<file path="src/include/cpu_regfile_consts.svh">
// Register indices, field positions, reset values and masks of the core register file
`ifndef CPU_REGFILE_CONSTS_SVH
`define CPU_REGFILE_CONSTS_SVH
`define RF_A_SP 5'h0D
`define RF_A_LINK 5'h0E
`define RF_A_IP 5'h0F
`define RF_A_STATUS 5'h10
`define RF_A_FLAGS 5'h11
`define RF_A_EXCNUM 5'h12
`define RF_A_EXEC 5'h13
`define RF_A_PRIORITY_MASK_BIT 5'h14
`define RF_A_FAULT_MASK_BIT 5'h15
`define RF_A_BASE_PRIORITY_THRESHOLD 5'h16
`define RF_A_CONTROL 5'h17
`define RF_A_MAIN_SP 5'h18
`define RF_A_PROC_SP 5'h19
`define RF_LOW_LAST 4'h7
`define RF_GEN_LAST 4'hC
`define RF_FLAGS_HI 31
`define RF_FLAGS_LO 27
`define RF_EXEC_HI_HI 26
`define RF_EXEC_HI_LO 25
`define RF_COMPACT_BIT 24
`define RF_EXEC_LO_HI 15
`define RF_EXEC_LO_LO 10
`define RF_EXCNUM_HI 8
`define RF_EXCNUM_LO 0
`define RF_CTRL_USER_BIT 0
`define RF_CTRL_STACK_BIT 1
`define RF_RST_WORD 32'h00000000
`define RF_RST_FLAGS 5'h00
`define RF_RST_EXEC_HI 2'h0
`define RF_RST_EXEC_LO 6'h00
`define RF_RST_EXCNUM 9'h000
`define RF_RST_BIT 1'b0
`define RF_RST_BASE_PRIORITY_THRESHOLD 9'h000
`define RF_RST_CTRL 2'h0
`define RF_SP_MASK 32'hFFFFFFFC
`define RF_IP_MASK 32'hFFFFFFFE
`endif

</file>
<file path="src/include/cpu_regfile_pkg.sv">
// Types shared by the core register file and its mask evaluator
package cpu_regfile_pkg;
   typedef struct packed {
      logic [4:0] addr;
      logic [31:0] wdata;
      logic wr;
      logic rd;
   } bus_req_type;
   typedef struct packed {
      logic valid;
      logic nmi;
      logic hard_fault;
      logic [8:0] prio;
   } irq_req_type;
   typedef struct packed {
      logic priority_mask_bit;
      logic fault_mask_bit;
      logic [8:0] base_priority_threshold;
   } mask_state_type;
endpackage : cpu_regfile_pkg
</file>
<file path="src/design/cpu_core_register_file.sv">
// Architectural register file of the embedded processor core
//
// Overview of operation
// RQ1 - Sixteen core register slots numbered 0 to 15, each 32 bits wide.
// RQ2 - Slots 0-7 always selectable; 8-12 refused when encoding names low slots only.
// RQ3 - Slot 13 uses process stack only in user thread mode, else main stack.
// RQ4 - Stack pointer low two bits ignored and read as zero.
// RQ5 - Slot 14 is the return link, loaded with return address on call.
// RQ6 - Slot 15 is the instruction pointer, bit 0 ignored and read as zero.
// RQ7 - Status word readable and writable whole or as three separate parts. The code leaves the exception number part read-only.
// RQ8 - Arithmetic flags live in status bits 31 down to 27.
// RQ9 - Current exception number shown in status bits 8 down to 0.
// RQ10 - Execution state held in status bits 15-10 and 26-25.
// RQ11 - Status bit 24 reads one; clearing it faults and leaves it set.
// RQ12 - Priority mask blocks all but unmaskable interrupt and hard fault.
// RQ13 - Fault mask blocks everything except the unmaskable interrupt.
// RQ14 - Nonzero threshold blocks interrupts with priority value at or above it.
// RQ15 - Control bit 0 selects privileged (0) or user (1) thread level.
// RQ16 - Control bit 1 selects alternate stack; kept zero in handler mode. The code only refuses writing 1 there; a bit already set stays set on entry.
// RQ17 - General registers written on rising edge, read back next cycle.
`timescale 1ns/100ps
`default_nettype none
`include "cpu_regfile_consts.svh"
module cpu_core_register_file import cpu_regfile_pkg::*; (
   input wire logic CLK_IN, // Core clock, 10 MHz
   input wire logic SYS_RST_IN, // Synchronous reset, active high
   input wire logic [4:0] ADDR_IN, // Register index
   input wire logic [31:0] WDATA_IN, // Write data
   input wire logic WR_IN, // Write strobe
   input wire logic RD_IN, // Read strobe
   input wire logic LOW_ONLY_IN, // Encoding can name slots 0-7 only
   input wire logic CALL_IN, // Subroutine call pulse
   input wire logic [31:0] CALL_RET_ADDR_IN, // Return address of the call
   input wire logic EXC_ENTER_IN, // Exception entry pulse
   input wire logic [8:0] EXC_NUM_IN, // Number of the entered exception
   input wire logic EXC_RETURN_IN, // Exception return pulse
   input wire logic IRQ_VALID_IN, // Exception request pending
   input wire logic IRQ_NMI_IN, // Request is the unmaskable interrupt
   input wire logic IRQ_HARD_FAULT_IN, // Request is the hard fault
   input wire logic [8:0] IRQ_PRIO_IN, // Priority value of the request
   output logic [31:0] RDATA_OUT, // Read data, one cycle after strobe
   output logic IRQ_BLOCK_OUT, // Request masked
   output logic FAULT_OUT, // Fault pulse on illegal write
   output logic HANDLER_MODE_OUT, // Core in handler mode
   output logic USER_LEVEL_OUT, // Core at user level
   output logic PROC_SP_SEL_OUT // Process stack active
);
   // Bus request bundle
   bus_req_type bus;
   assign bus = '{addr: ADDR_IN, wdata: WDATA_IN, wr: WR_IN, rd: RD_IN};

   // Storage
   logic [31:0] gen_reg [0:12]; // RQ1
   logic [31:0] main_sp_reg, proc_sp_reg, link_reg, ip_reg, rdata_reg;
   logic [4:0] flags_reg;
   logic [1:0] exec_hi_reg, ctrl_reg;
   logic [5:0] exec_lo_reg;
   logic [8:0] exc_num_reg, base_priority_threshold_reg;
   logic priority_mask_bit_reg, fault_mask_bit_reg, fault_reg, block_reg;
   logic handler_reg, user_reg, psel_reg;
   logic [31:0] rdata_next;

   // Slot 8-12 refusal for low-only encodings
   function automatic logic slot_ok(input logic [4:0] a, input logic low_only);
      slot_ok = ~(low_only & ~a[4] & (a[3:0] > `RF_LOW_LAST) & (a[3:0] <= `RF_GEN_LAST)); // RQ2
   endfunction : slot_ok

   // Mode decode
   wire handler = |exc_num_reg;
   wire user_thread = ~handler & ctrl_reg[`RF_CTRL_USER_BIT]; // RQ15
   wire sel_proc = user_thread & ctrl_reg[`RF_CTRL_STACK_BIT]; // RQ3
   wire priv = ~user_thread;
   wire [31:0] active_sp = sel_proc ? proc_sp_reg : main_sp_reg; // RQ3

   // Status word assembly
   wire [31:0] status_word = {flags_reg, exec_hi_reg, 1'b1, 8'h00, exec_lo_reg, 1'b0, exc_num_reg}; // RQ11
   wire [31:0] flags_view = {flags_reg, 27'h0000000}; // RQ8
   wire [31:0] exec_view = {5'h00, exec_hi_reg, 1'b1, 8'h00, exec_lo_reg, 10'h000}; // RQ10
   wire [31:0] excnum_view = {23'h000000, exc_num_reg}; // RQ9

   // Write decode
   wire core_wr = bus.wr & ~bus.addr[4] & slot_ok(bus.addr, LOW_ONLY_IN);
   wire we_gen = core_wr & (bus.addr[3:0] <= `RF_GEN_LAST);
   wire priv_area = (bus.addr >= `RF_A_PRIORITY_MASK_BIT) & (bus.addr <= `RF_A_PROC_SP);
   wire priv_fault = bus.wr & priv_area & ~priv;
   wire st_wr = bus.wr & ((bus.addr == `RF_A_STATUS) | (bus.addr == `RF_A_EXEC));
   wire clr_fault = st_wr & ~bus.wdata[`RF_COMPACT_BIT]; // RQ11
   wire we_exec = st_wr & ~clr_fault; // RQ7
   wire we_flags = bus.wr & ((bus.addr == `RF_A_FLAGS) | ((bus.addr == `RF_A_STATUS) & ~clr_fault)); // RQ7
   wire sp_wr = core_wr & (bus.addr == `RF_A_SP);
   wire we_msp = (sp_wr & ~sel_proc) | (bus.wr & priv & (bus.addr == `RF_A_MAIN_SP));
   wire we_psp = (sp_wr & sel_proc) | (bus.wr & priv & (bus.addr == `RF_A_PROC_SP));
   wire we_ctrl = bus.wr & priv & (bus.addr == `RF_A_CONTROL);
   wire stack_bit_w = bus.wdata[`RF_CTRL_STACK_BIT] & ~handler; // RQ16
   wire [31:0] sp_wdata = bus.wdata & `RF_SP_MASK; // RQ4

   // Masking
   mask_state_type mask_st;
   irq_req_type irq_req;
   logic block_next;
   assign mask_st = '{priority_mask_bit: priority_mask_bit_reg, fault_mask_bit: fault_mask_bit_reg, base_priority_threshold: base_priority_threshold_reg};
   assign irq_req = '{valid: IRQ_VALID_IN, nmi: IRQ_NMI_IN, hard_fault: IRQ_HARD_FAULT_IN, prio: IRQ_PRIO_IN};
   exc_mask_eval u_mask (
      .mask_in(mask_st),
      .req_in(irq_req),
      .blocked_out(block_next)
   );

   // Read selection
   always_comb begin
      rdata_next = `RF_RST_WORD;
      if (bus.rd && slot_ok(bus.addr, LOW_ONLY_IN)) begin
         unique case (bus.addr)
            `RF_A_SP: rdata_next = active_sp; // RQ4
            `RF_A_LINK: rdata_next = link_reg; // RQ5
            `RF_A_IP: rdata_next = ip_reg; // RQ6
            `RF_A_STATUS: rdata_next = status_word; // RQ7
            `RF_A_FLAGS: rdata_next = flags_view;
            `RF_A_EXCNUM: rdata_next = excnum_view;
            `RF_A_EXEC: rdata_next = exec_view;
            `RF_A_PRIORITY_MASK_BIT: rdata_next = {31'h00000000, priority_mask_bit_reg};
            `RF_A_FAULT_MASK_BIT: rdata_next = {31'h00000000, fault_mask_bit_reg};
            `RF_A_BASE_PRIORITY_THRESHOLD: rdata_next = {23'h000000, base_priority_threshold_reg};
            `RF_A_CONTROL: rdata_next = {30'h00000000, ctrl_reg};
            `RF_A_MAIN_SP: rdata_next = main_sp_reg;
            `RF_A_PROC_SP: rdata_next = proc_sp_reg;
            default: begin
               if (bus.addr[4] == 1'b0) begin
                  rdata_next = gen_reg[bus.addr[3:0]]; // RQ17
               end
            end
         endcase
      end
   end

   // General registers, one process per slot
   genvar gi;
   generate
      for (gi = 0; gi <= 12; gi++) begin : g_gen
         always_ff @(posedge CLK_IN) begin
            if (SYS_RST_IN) begin
               gen_reg[gi] <= `RF_RST_WORD;
            end else if (we_gen && (bus.addr[3:0] == 4'(gi))) begin
               gen_reg[gi] <= bus.wdata; // RQ17
            end
         end
      end
   endgenerate

   // Banked stack pointers, stored aligned
   always_ff @(posedge CLK_IN) begin
      if (SYS_RST_IN) begin
         main_sp_reg <= `RF_RST_WORD;
         proc_sp_reg <= `RF_RST_WORD;
      end else begin
         if (we_msp) main_sp_reg <= sp_wdata; // RQ4
         if (we_psp) proc_sp_reg <= sp_wdata; // RQ3
      end
   end

   // Return link and instruction pointer; a call wins over a bus write
   always_ff @(posedge CLK_IN) begin
      if (SYS_RST_IN) begin
         link_reg <= `RF_RST_WORD;
         ip_reg <= `RF_RST_WORD;
      end else begin
         if (CALL_IN) link_reg <= CALL_RET_ADDR_IN & `RF_IP_MASK; // RQ5
         else if (core_wr && bus.addr == `RF_A_LINK) link_reg <= bus.wdata;
         if (core_wr && bus.addr == `RF_A_IP) ip_reg <= bus.wdata & `RF_IP_MASK; // RQ6
      end
   end

   // Status sub-registers
   always_ff @(posedge CLK_IN) begin
      if (SYS_RST_IN) begin
         flags_reg <= `RF_RST_FLAGS;
         exec_hi_reg <= `RF_RST_EXEC_HI;
         exec_lo_reg <= `RF_RST_EXEC_LO;
      end else begin
         if (we_flags) flags_reg <= bus.wdata[`RF_FLAGS_HI:`RF_FLAGS_LO]; // RQ8
         if (we_exec) begin
            exec_hi_reg <= bus.wdata[`RF_EXEC_HI_HI:`RF_EXEC_HI_LO]; // RQ10
            exec_lo_reg <= bus.wdata[`RF_EXEC_LO_HI:`RF_EXEC_LO_LO]; // RQ10
         end
      end
   end

   // Exception number follows entry and return; entry wins
   always_ff @(posedge CLK_IN) begin
      if (SYS_RST_IN) exc_num_reg <= `RF_RST_EXCNUM;
      else if (EXC_ENTER_IN) exc_num_reg <= EXC_NUM_IN; // RQ9
      else if (EXC_RETURN_IN) exc_num_reg <= `RF_RST_EXCNUM;
   end

   // Mask and control registers, privileged writes only
   always_ff @(posedge CLK_IN) begin
      if (SYS_RST_IN) begin
         priority_mask_bit_reg <= `RF_RST_BIT;
         fault_mask_bit_reg <= `RF_RST_BIT;
         base_priority_threshold_reg <= `RF_RST_BASE_PRIORITY_THRESHOLD;
         ctrl_reg <= `RF_RST_CTRL;
      end else if (bus.wr && priv) begin
         if (bus.addr == `RF_A_PRIORITY_MASK_BIT) priority_mask_bit_reg <= bus.wdata[0]; // RQ12
         if (bus.addr == `RF_A_FAULT_MASK_BIT) fault_mask_bit_reg <= bus.wdata[0]; // RQ13
         if (bus.addr == `RF_A_BASE_PRIORITY_THRESHOLD) base_priority_threshold_reg <= bus.wdata[8:0]; // RQ14
         if (we_ctrl) ctrl_reg <= {stack_bit_w, bus.wdata[`RF_CTRL_USER_BIT]}; // RQ15
      end
   end

   // Registered outputs
   always_ff @(posedge CLK_IN) begin
      if (SYS_RST_IN) begin
         rdata_reg <= `RF_RST_WORD;
         fault_reg <= 1'b0;
         block_reg <= 1'b0;
         handler_reg <= 1'b0;
         user_reg <= 1'b0;
         psel_reg <= 1'b0;
      end else begin
         rdata_reg <= rdata_next;
         fault_reg <= clr_fault | priv_fault; // RQ11
         block_reg <= block_next; // RQ12
         handler_reg <= handler;
         user_reg <= user_thread;
         psel_reg <= sel_proc;
      end
   end

   assign RDATA_OUT = rdata_reg;
   assign FAULT_OUT = fault_reg;
   assign IRQ_BLOCK_OUT = block_reg;
   assign HANDLER_MODE_OUT = handler_reg;
   assign USER_LEVEL_OUT = user_reg;
   assign PROC_SP_SEL_OUT = psel_reg;
endmodule : cpu_core_register_file
`default_nettype wire

</file>
<file path="src/design/exc_mask_eval.sv">
// Decides whether a pending exception is held off by the masking registers
`timescale 1ns/100ps
`default_nettype none
module exc_mask_eval import cpu_regfile_pkg::*; (
   input wire mask_state_type mask_in, // Current mask registers
   input wire irq_req_type req_in, // Pending exception
   output logic blocked_out // High when the request is masked
);
   // Threshold masking only applies to ordinary interrupts
   wire base_on = |mask_in.base_priority_threshold; // RQ14
   wire base_hit = base_on & ~req_in.hard_fault & (req_in.prio >= mask_in.base_priority_threshold); // RQ14
   wire pri_hit = mask_in.priority_mask_bit & ~req_in.hard_fault; // RQ12
   wire flt_hit = mask_in.fault_mask_bit; // RQ13
   // The unmaskable interrupt always passes
   assign blocked_out = req_in.valid & ~req_in.nmi & (flt_hit | pri_hit | base_hit); // RQ12
endmodule : exc_mask_eval
`default_nettype wire

</file>
<file path="config.mk">
export PLATFORM = sky130hd
export DESIGN_NAME = cpu_core_register_file
export DESIGN_NICKNAME = d
export VERILOG_FILES = /design/src/include/cpu_regfile_pkg.sv /design/src/design/cpu_core_register_file.sv /design/src/design/exc_mask_eval.sv
export VERILOG_INCLUDE_DIRS = /design/src /design/src/include
export SDC_FILE = /design/constraint.sdc
export NUM_CORES = 1
export LEC_CHECK = 0
export BUFFER_PORTS_ARGS = -buffer_cell sky130_fd_sc_hd__clkbuf_2
export CORE_ASPECT_RATIO = 0.6
export CORE_MARGIN = 8
export CORE_UTILIZATION = 30
export CTS_BUF_LIST = sky130_fd_sc_hd__clkbuf_8
export DETAILED_ROUTE_END_ITERATION = 12
export GPL_ROUTABILITY_DRIVEN = 0
export HOLD_SLACK_MARGIN = 0.03
export SYNTH_ARGS = -nofsm -noshare
export SYNTH_HDL_FRONTEND = slang
export SYNTH_SLANG_ARGS = --single-unit
export TNS_END_PERCENT = 20
</file>
<file path="constraint.sdc">
create_clock -name CLK_IN -period 6.48 [get_ports CLK_IN]
set_clock_uncertainty 0.15 [all_clocks]
set_input_delay 1.296 -clock CLK_IN [delete_from_list [all_inputs] [get_ports CLK_IN]]
set_output_delay 1.296 -clock CLK_IN [all_outputs]
set_load 0.01 [all_outputs]
</file>
; ---- Word level (Yosys, flattened, before mapping)
; Memory sizes are Yosys's and may differ from the RTL's.
; Cells that the tools add are included.
; W data, S select, Z words.
[op_classes]
n_eq_ne = 25
n_reduce_logical = 28
n_lt_le_gt_ge = 5
div_mod_pow = 0
n_mul = 0
shifts = 0
mux = 61
addsub = 0
bitwise = 59
[ops]
columns = cell, count
row1 = $mux W32, 17
row2 = $pmux W32 S13, 1
row3 = $eq A5 B5 Y1 const B, 10
row4 = $mux W1, 41
row5 = $and A1 B1 Y1, 29
row6 = $eq A4 B4 Y1 const B, 5
row7 = $or A1 B1 Y1, 20
row8 = $mux W9, 2
row9 = $reduce_or A9 Y1, 2
row10 = $logic_and A1 B1 Y1, 17
row11 = $eq A4 B3 Y1 const B, 4
row12 = $eq A5 B4 Y1 const B, 3
row13 = $not A1 Y1, 10
row14 = $ge A9 B9 Y1, 1
row15 = $eq A4 B2 Y1 const B, 2
row16 = $reduce_and A2 Y1, 4
row17 = $ge A5 B5 Y1 const B, 1
row18 = $le A5 B5 Y1 const B, 1
row19 = $eq A4 B1 Y1 const B, 1
row20 = $gt A4 B3 Y1 const B, 1
row21 = $le A4 B4 Y1 const B, 1
row22 = $logic_not A4 Y1, 1
row23 = $reduce_bool A2 Y1, 2
row24 = $reduce_or A2 Y1, 2
[totals]
wordCells = 198
out_inout_bits = 37
input_bits = 98
mem_count = 1
latchBits = 0
mem_bits_rw = 416
reg_bits = 195
romBits = 0
[memory_table]
columns = name, depth, width, rd, rd_ports_with_merged_regs, write_ports, line_no
row1 = gen_reg, 13, 32, 1, 0, 13, cpu_core_register_file.sv:53  ; logic [31:0] gen_reg [0:12];

; ---- Longest topological paths before layout
[logic_depth]
word_depth = 12
mapped_depth = 9
mapped_depth_nobuf = 7

; ---- By module
; Synthesis repeated with hierarchy kept, for this count alone.
[hier_totals]
hier_cells = 2212
area_unflattened_um2 = 27437.6
[by_module_without_submodules]
columns = module, area_per_inst_um2, instances, cells_per_inst
row1 = cpu_core_register_file, 27162.3, 1, 2173
row2 = exc_mask_eval, 275.3, 1, 39

; ---- Worst setup path after synthesis
; OpenSTA, ideal clock, no wires.
[synth_timing]
path_type = in2reg
start = input ADDR_IN[2]
end = memory gen_reg[9][0], enable pin
path_slack_ns = 1.400
setup_ns = 0.466
path_stages = 5
arrival_time_ns = 4.464
required_ns = 5.864
cell_sequence = buf_2 nand2b_1 or3b_1 clkbuf_1 o21ai_0
[synth_rtl]
columns = item, line_no
row1 = "start, declared", cpu_core_register_file.sv:27  ; input wire logic [4:0] ADDR_IN,
row2 = "end, declared", cpu_core_register_file.sv:53

; ---- Worst setup path in the final report
[layout_timing]
start = input ADDR_IN[1]
end = register rdata_reg[18], in the netlist RDATA_OUT[18]
[layout_between]
elab_chain_cells = 7
[layout_lines]
columns = item, line_no
row1 = branches (longest 7 deep; another with $mem_v2 Z13 W32), --
row2 = "end signal, assigned", cpu_core_register_file.sv:213  ; rdata_reg <= `RF_RST_WORD;
row3 = "end signal, assigned", cpu_core_register_file.sv:220  ; rdata_reg <= rdata_next;
row4 = "end, declared", cpu_core_register_file.sv:54  ; logic [31:0] main_sp_reg, proc_sp_reg, link_reg, ip_reg, rdata_reg;
; Parallel ways; which one is timed is not known.
; A chain may end at the register's enable or synchronous reset.

==> key figures <==
Placement
  – DP Cell Count: 3323
  – Post-DP HPWL: 50300 µm
  – Dpl ws: 1720 ps
  – I/O Buffers: 133

Global route
  – Overflow after GRT: 0
  – First-pass GRT wire length: 115000 µm
  – Vias in the first global route: 17900
  – Initial antenna violation count: 3
  – Pin count of the biggest net entering global routing: 94
  – Total Routing Usage GR: 0.150

Clock network
  – Clock sink count: 611
  – CTS tree: yes
  – Post-CTS setup buffers: 0
  – Clk root buf: clkbuf_8
  – CTS Buf Count: 82
  – H-tree depth: 3
  – Clk_lat worst skew: 710 ps
  – Longest Clk Path Bufs: 3
  – Clock transition at path regs: 70 ps
  – Hold buffer count at cts: 0
  – Post-CTS resize count: 0

Synthesis
  – Share of synthesized area spent on multiplexers: 0.138
  – Synth Area in XOR/XNOR: 0
  – YS warnings: 0
  – Post-Syn Area: 27100 µm²
  – Seq/Total Area, Yosys: 0.604
  – Adder-Cell Fraction of Synth Area: 0.00415
  – Synth Area per Inst: 12.9 µm²
  – Largest family of logic cells by synthesized area: simple AND/OR/NAND/NOR gates
  – Yosys top cell area share: 0.460
  – Post-synth EDFFs: 416
  – Compound-gate portion of the synthesized area: 0.0679
  – Cells after Synth: 2108
  – Synth Flop Type: edfxtp_1
  – Fraction of registers with async set or reset after synthesis: 0
  – Synth area leader: edfxtp_1
  – Yosys reg bits: 611
  – Cell variety after synth: 63
  – Syn nets: 2215
  – Synth area leaders: edfxtp_1 46%, dfxtp_1 14%, and2_1 9.7%, mux4_2 8.1%, mux2i_1 4.4%
  – Post-Synth Simple-Gate Area: 0.152

Timing
  – Count of pins over their slew limit: 0
  – Hold Vio Cnt, Final: 0
  – Final worst-path cycle share: 0.644
  – Max Fclk: 240 MHz
  – Worst slew pin tran: 1240 ps
  – Slew Limit Headroom: 0.172
  – RSZ-0062 raised after global routing: false
  – Min cycle time layout: 4170 ps
  – Final Setup Violations: 0
  – Setup tns final: 0 ps
  – Final WS setup: 2310 ps

Drt
  – Initial DRC Count: 1725
  – Vias after detailed routing: 17600
  – Drt first pass iters: 7
  – DRC: 0
  – Avg WL per Cell: 22.4 µm
  – Via density: 5.06
  – Antenna Violating Nets Remaining: 0
  – Total routed wirelength: 78000 µm

Die
  – Die W: 404 µm
  – Row count: 85
  – Die H: 249 µm
  – Ports: 135
  – Core Area: 89700 µm²
  – Die area: 101000 µm²
  – Initial Util: 0.303

Finish
  – Share of layout cells above drive strength 1: 0.205
  – Final cell count without fillers: 3473
  – P&R area growth vs syn: 13.5%
  – Commonest non-fill, non-tap cell in the layout: and2_1
  – Max reg flops: 416
  – Most frequent cells in the layout: 419 x and2_1, 416 x edfxtp_1, 195 x dfxtp_1
  – Final net count: 2296

Setup path
  – CP arrival: 4600 ps
  – Critical Path Start Type: primary input
  – Worst path required time: 6910 ps
  – Max FO, Critical Path: 25
  – CP Class: primary input to flop
  – FF-to-FF setup slack: 3400 ps
  – Critical Path End Type: flop
  – FF-to-FF path depth: 6

Power and ir drop
  – Max rail drop VDD: 137 µV
  – Leak Pwr: 10.9 nW
  – Power density over cell area: 258 nW/µm²

Status
  – Outcome: completed

Worst hold path
  – Hold Path Class: flop to flop
  – WHS Path Cells: 2

Job
  – Maxcap violations: 0
==> power breakdown <==
part,leakage [nW],internal [mW],total (mW),switching (mW)
Clock,0.945,1.45,2.95,1.51
Sequential,5.54,4.33,4.38,0.0525
Combinational,4.43,0.220,0.599,0.379
Total,10.9,5.99,7.93,1.94
==> worst paths after layout <==
path | from | end
hold reg to reg | proc_sp_reg[11] | proc_sp_reg[11]
hold / removal | proc_sp_reg[11] | proc_sp_reg[11]
setup / recovery | ADDR_IN[1] | RDATA_OUT[18]
setup reg to reg | exc_num_reg[3] | RDATA_OUT[18]
==> cell families after synthesis <==
family / Yosys count
buffers and inverters: 225
and+or+nand+nor: 749
adders and majority gates: 9
DFF: 611
muxes: 248
AOI/OAI and AO/OA: 266
==> per-layer routing <==
metal  routed length [µm]  track usage  vias up
li1                     -            -     7779
met1                35900        0.218     8973
met2                34100        0.222      708
met3                 6300       0.0372      129
met4                 1640       0.0400        0
met5                    0            0        -
==> stage by stage <==
step | utilization | total power, mW | hold WS, ps | cell area [µm²]
2_1_floorplan | - | 4.82 | 286 | 27100
3_3_place_gp | 0.326 | 5.04 | 291 | 29200
3_5_place_dp | 0.326 | 5.07 | 299 | 29200
4_1_cts | 0.343 | 8.00 | 310 | 30800
5_1_grt | 0.343 | 8.20 | 323 | 30800
6_report | 0.343 | 7.93 | 307 | 30800
==> synthesized netlist by cell type, drive strengths merged, types with 3 or more instances <==
library cell / count
nand3: 9
nor2: 111
a221o: 29
nand4: 6
clkbuf: 132
mux4: 98
edfxtp: 416
and3: 3
nand2: 146
nor3: 15
buf: 53
nor2b: 7
o211a: 3
and2: 419
mux2: 31
nor4: 3
o2111a: 6
o211ai: 9
nand2b: 4
a211o: 7
nor4b: 3
o22ai: 30
nor3b: 9
a222oi: 8
mux2i: 119
a31oi: 4
a22o: 6
and4: 3
a211oi: 26
or2: 3
o21ai: 36
a21oi: 74
dfxtp: 195
a22oi: 16
ha: 9
inv: 40
==> layout make-up <==
type / instances / area, µm²
Timing Repair Buffer: 182 / 1050
Clock buffer: 90 / 1240
Sequential cell: 611 / 16400
Antenna cell: 1 / 2.50
Multi-Input combinational cell: 1272 / 10100
Clock inverter: 59 / 365
Fill cell: 8676 / 58900
Tap cell: 1218 / 1520
Inverter: 40 / 150
==> worst max-delay path: stages <==
cell and delay [ps]:
clkbuf_2 570, or2_1 720, nor2_1 200, a31oi_2 780, nor2_1 310, buf_4 300
a221o_1 390
(Power assumes the default switching activity.)
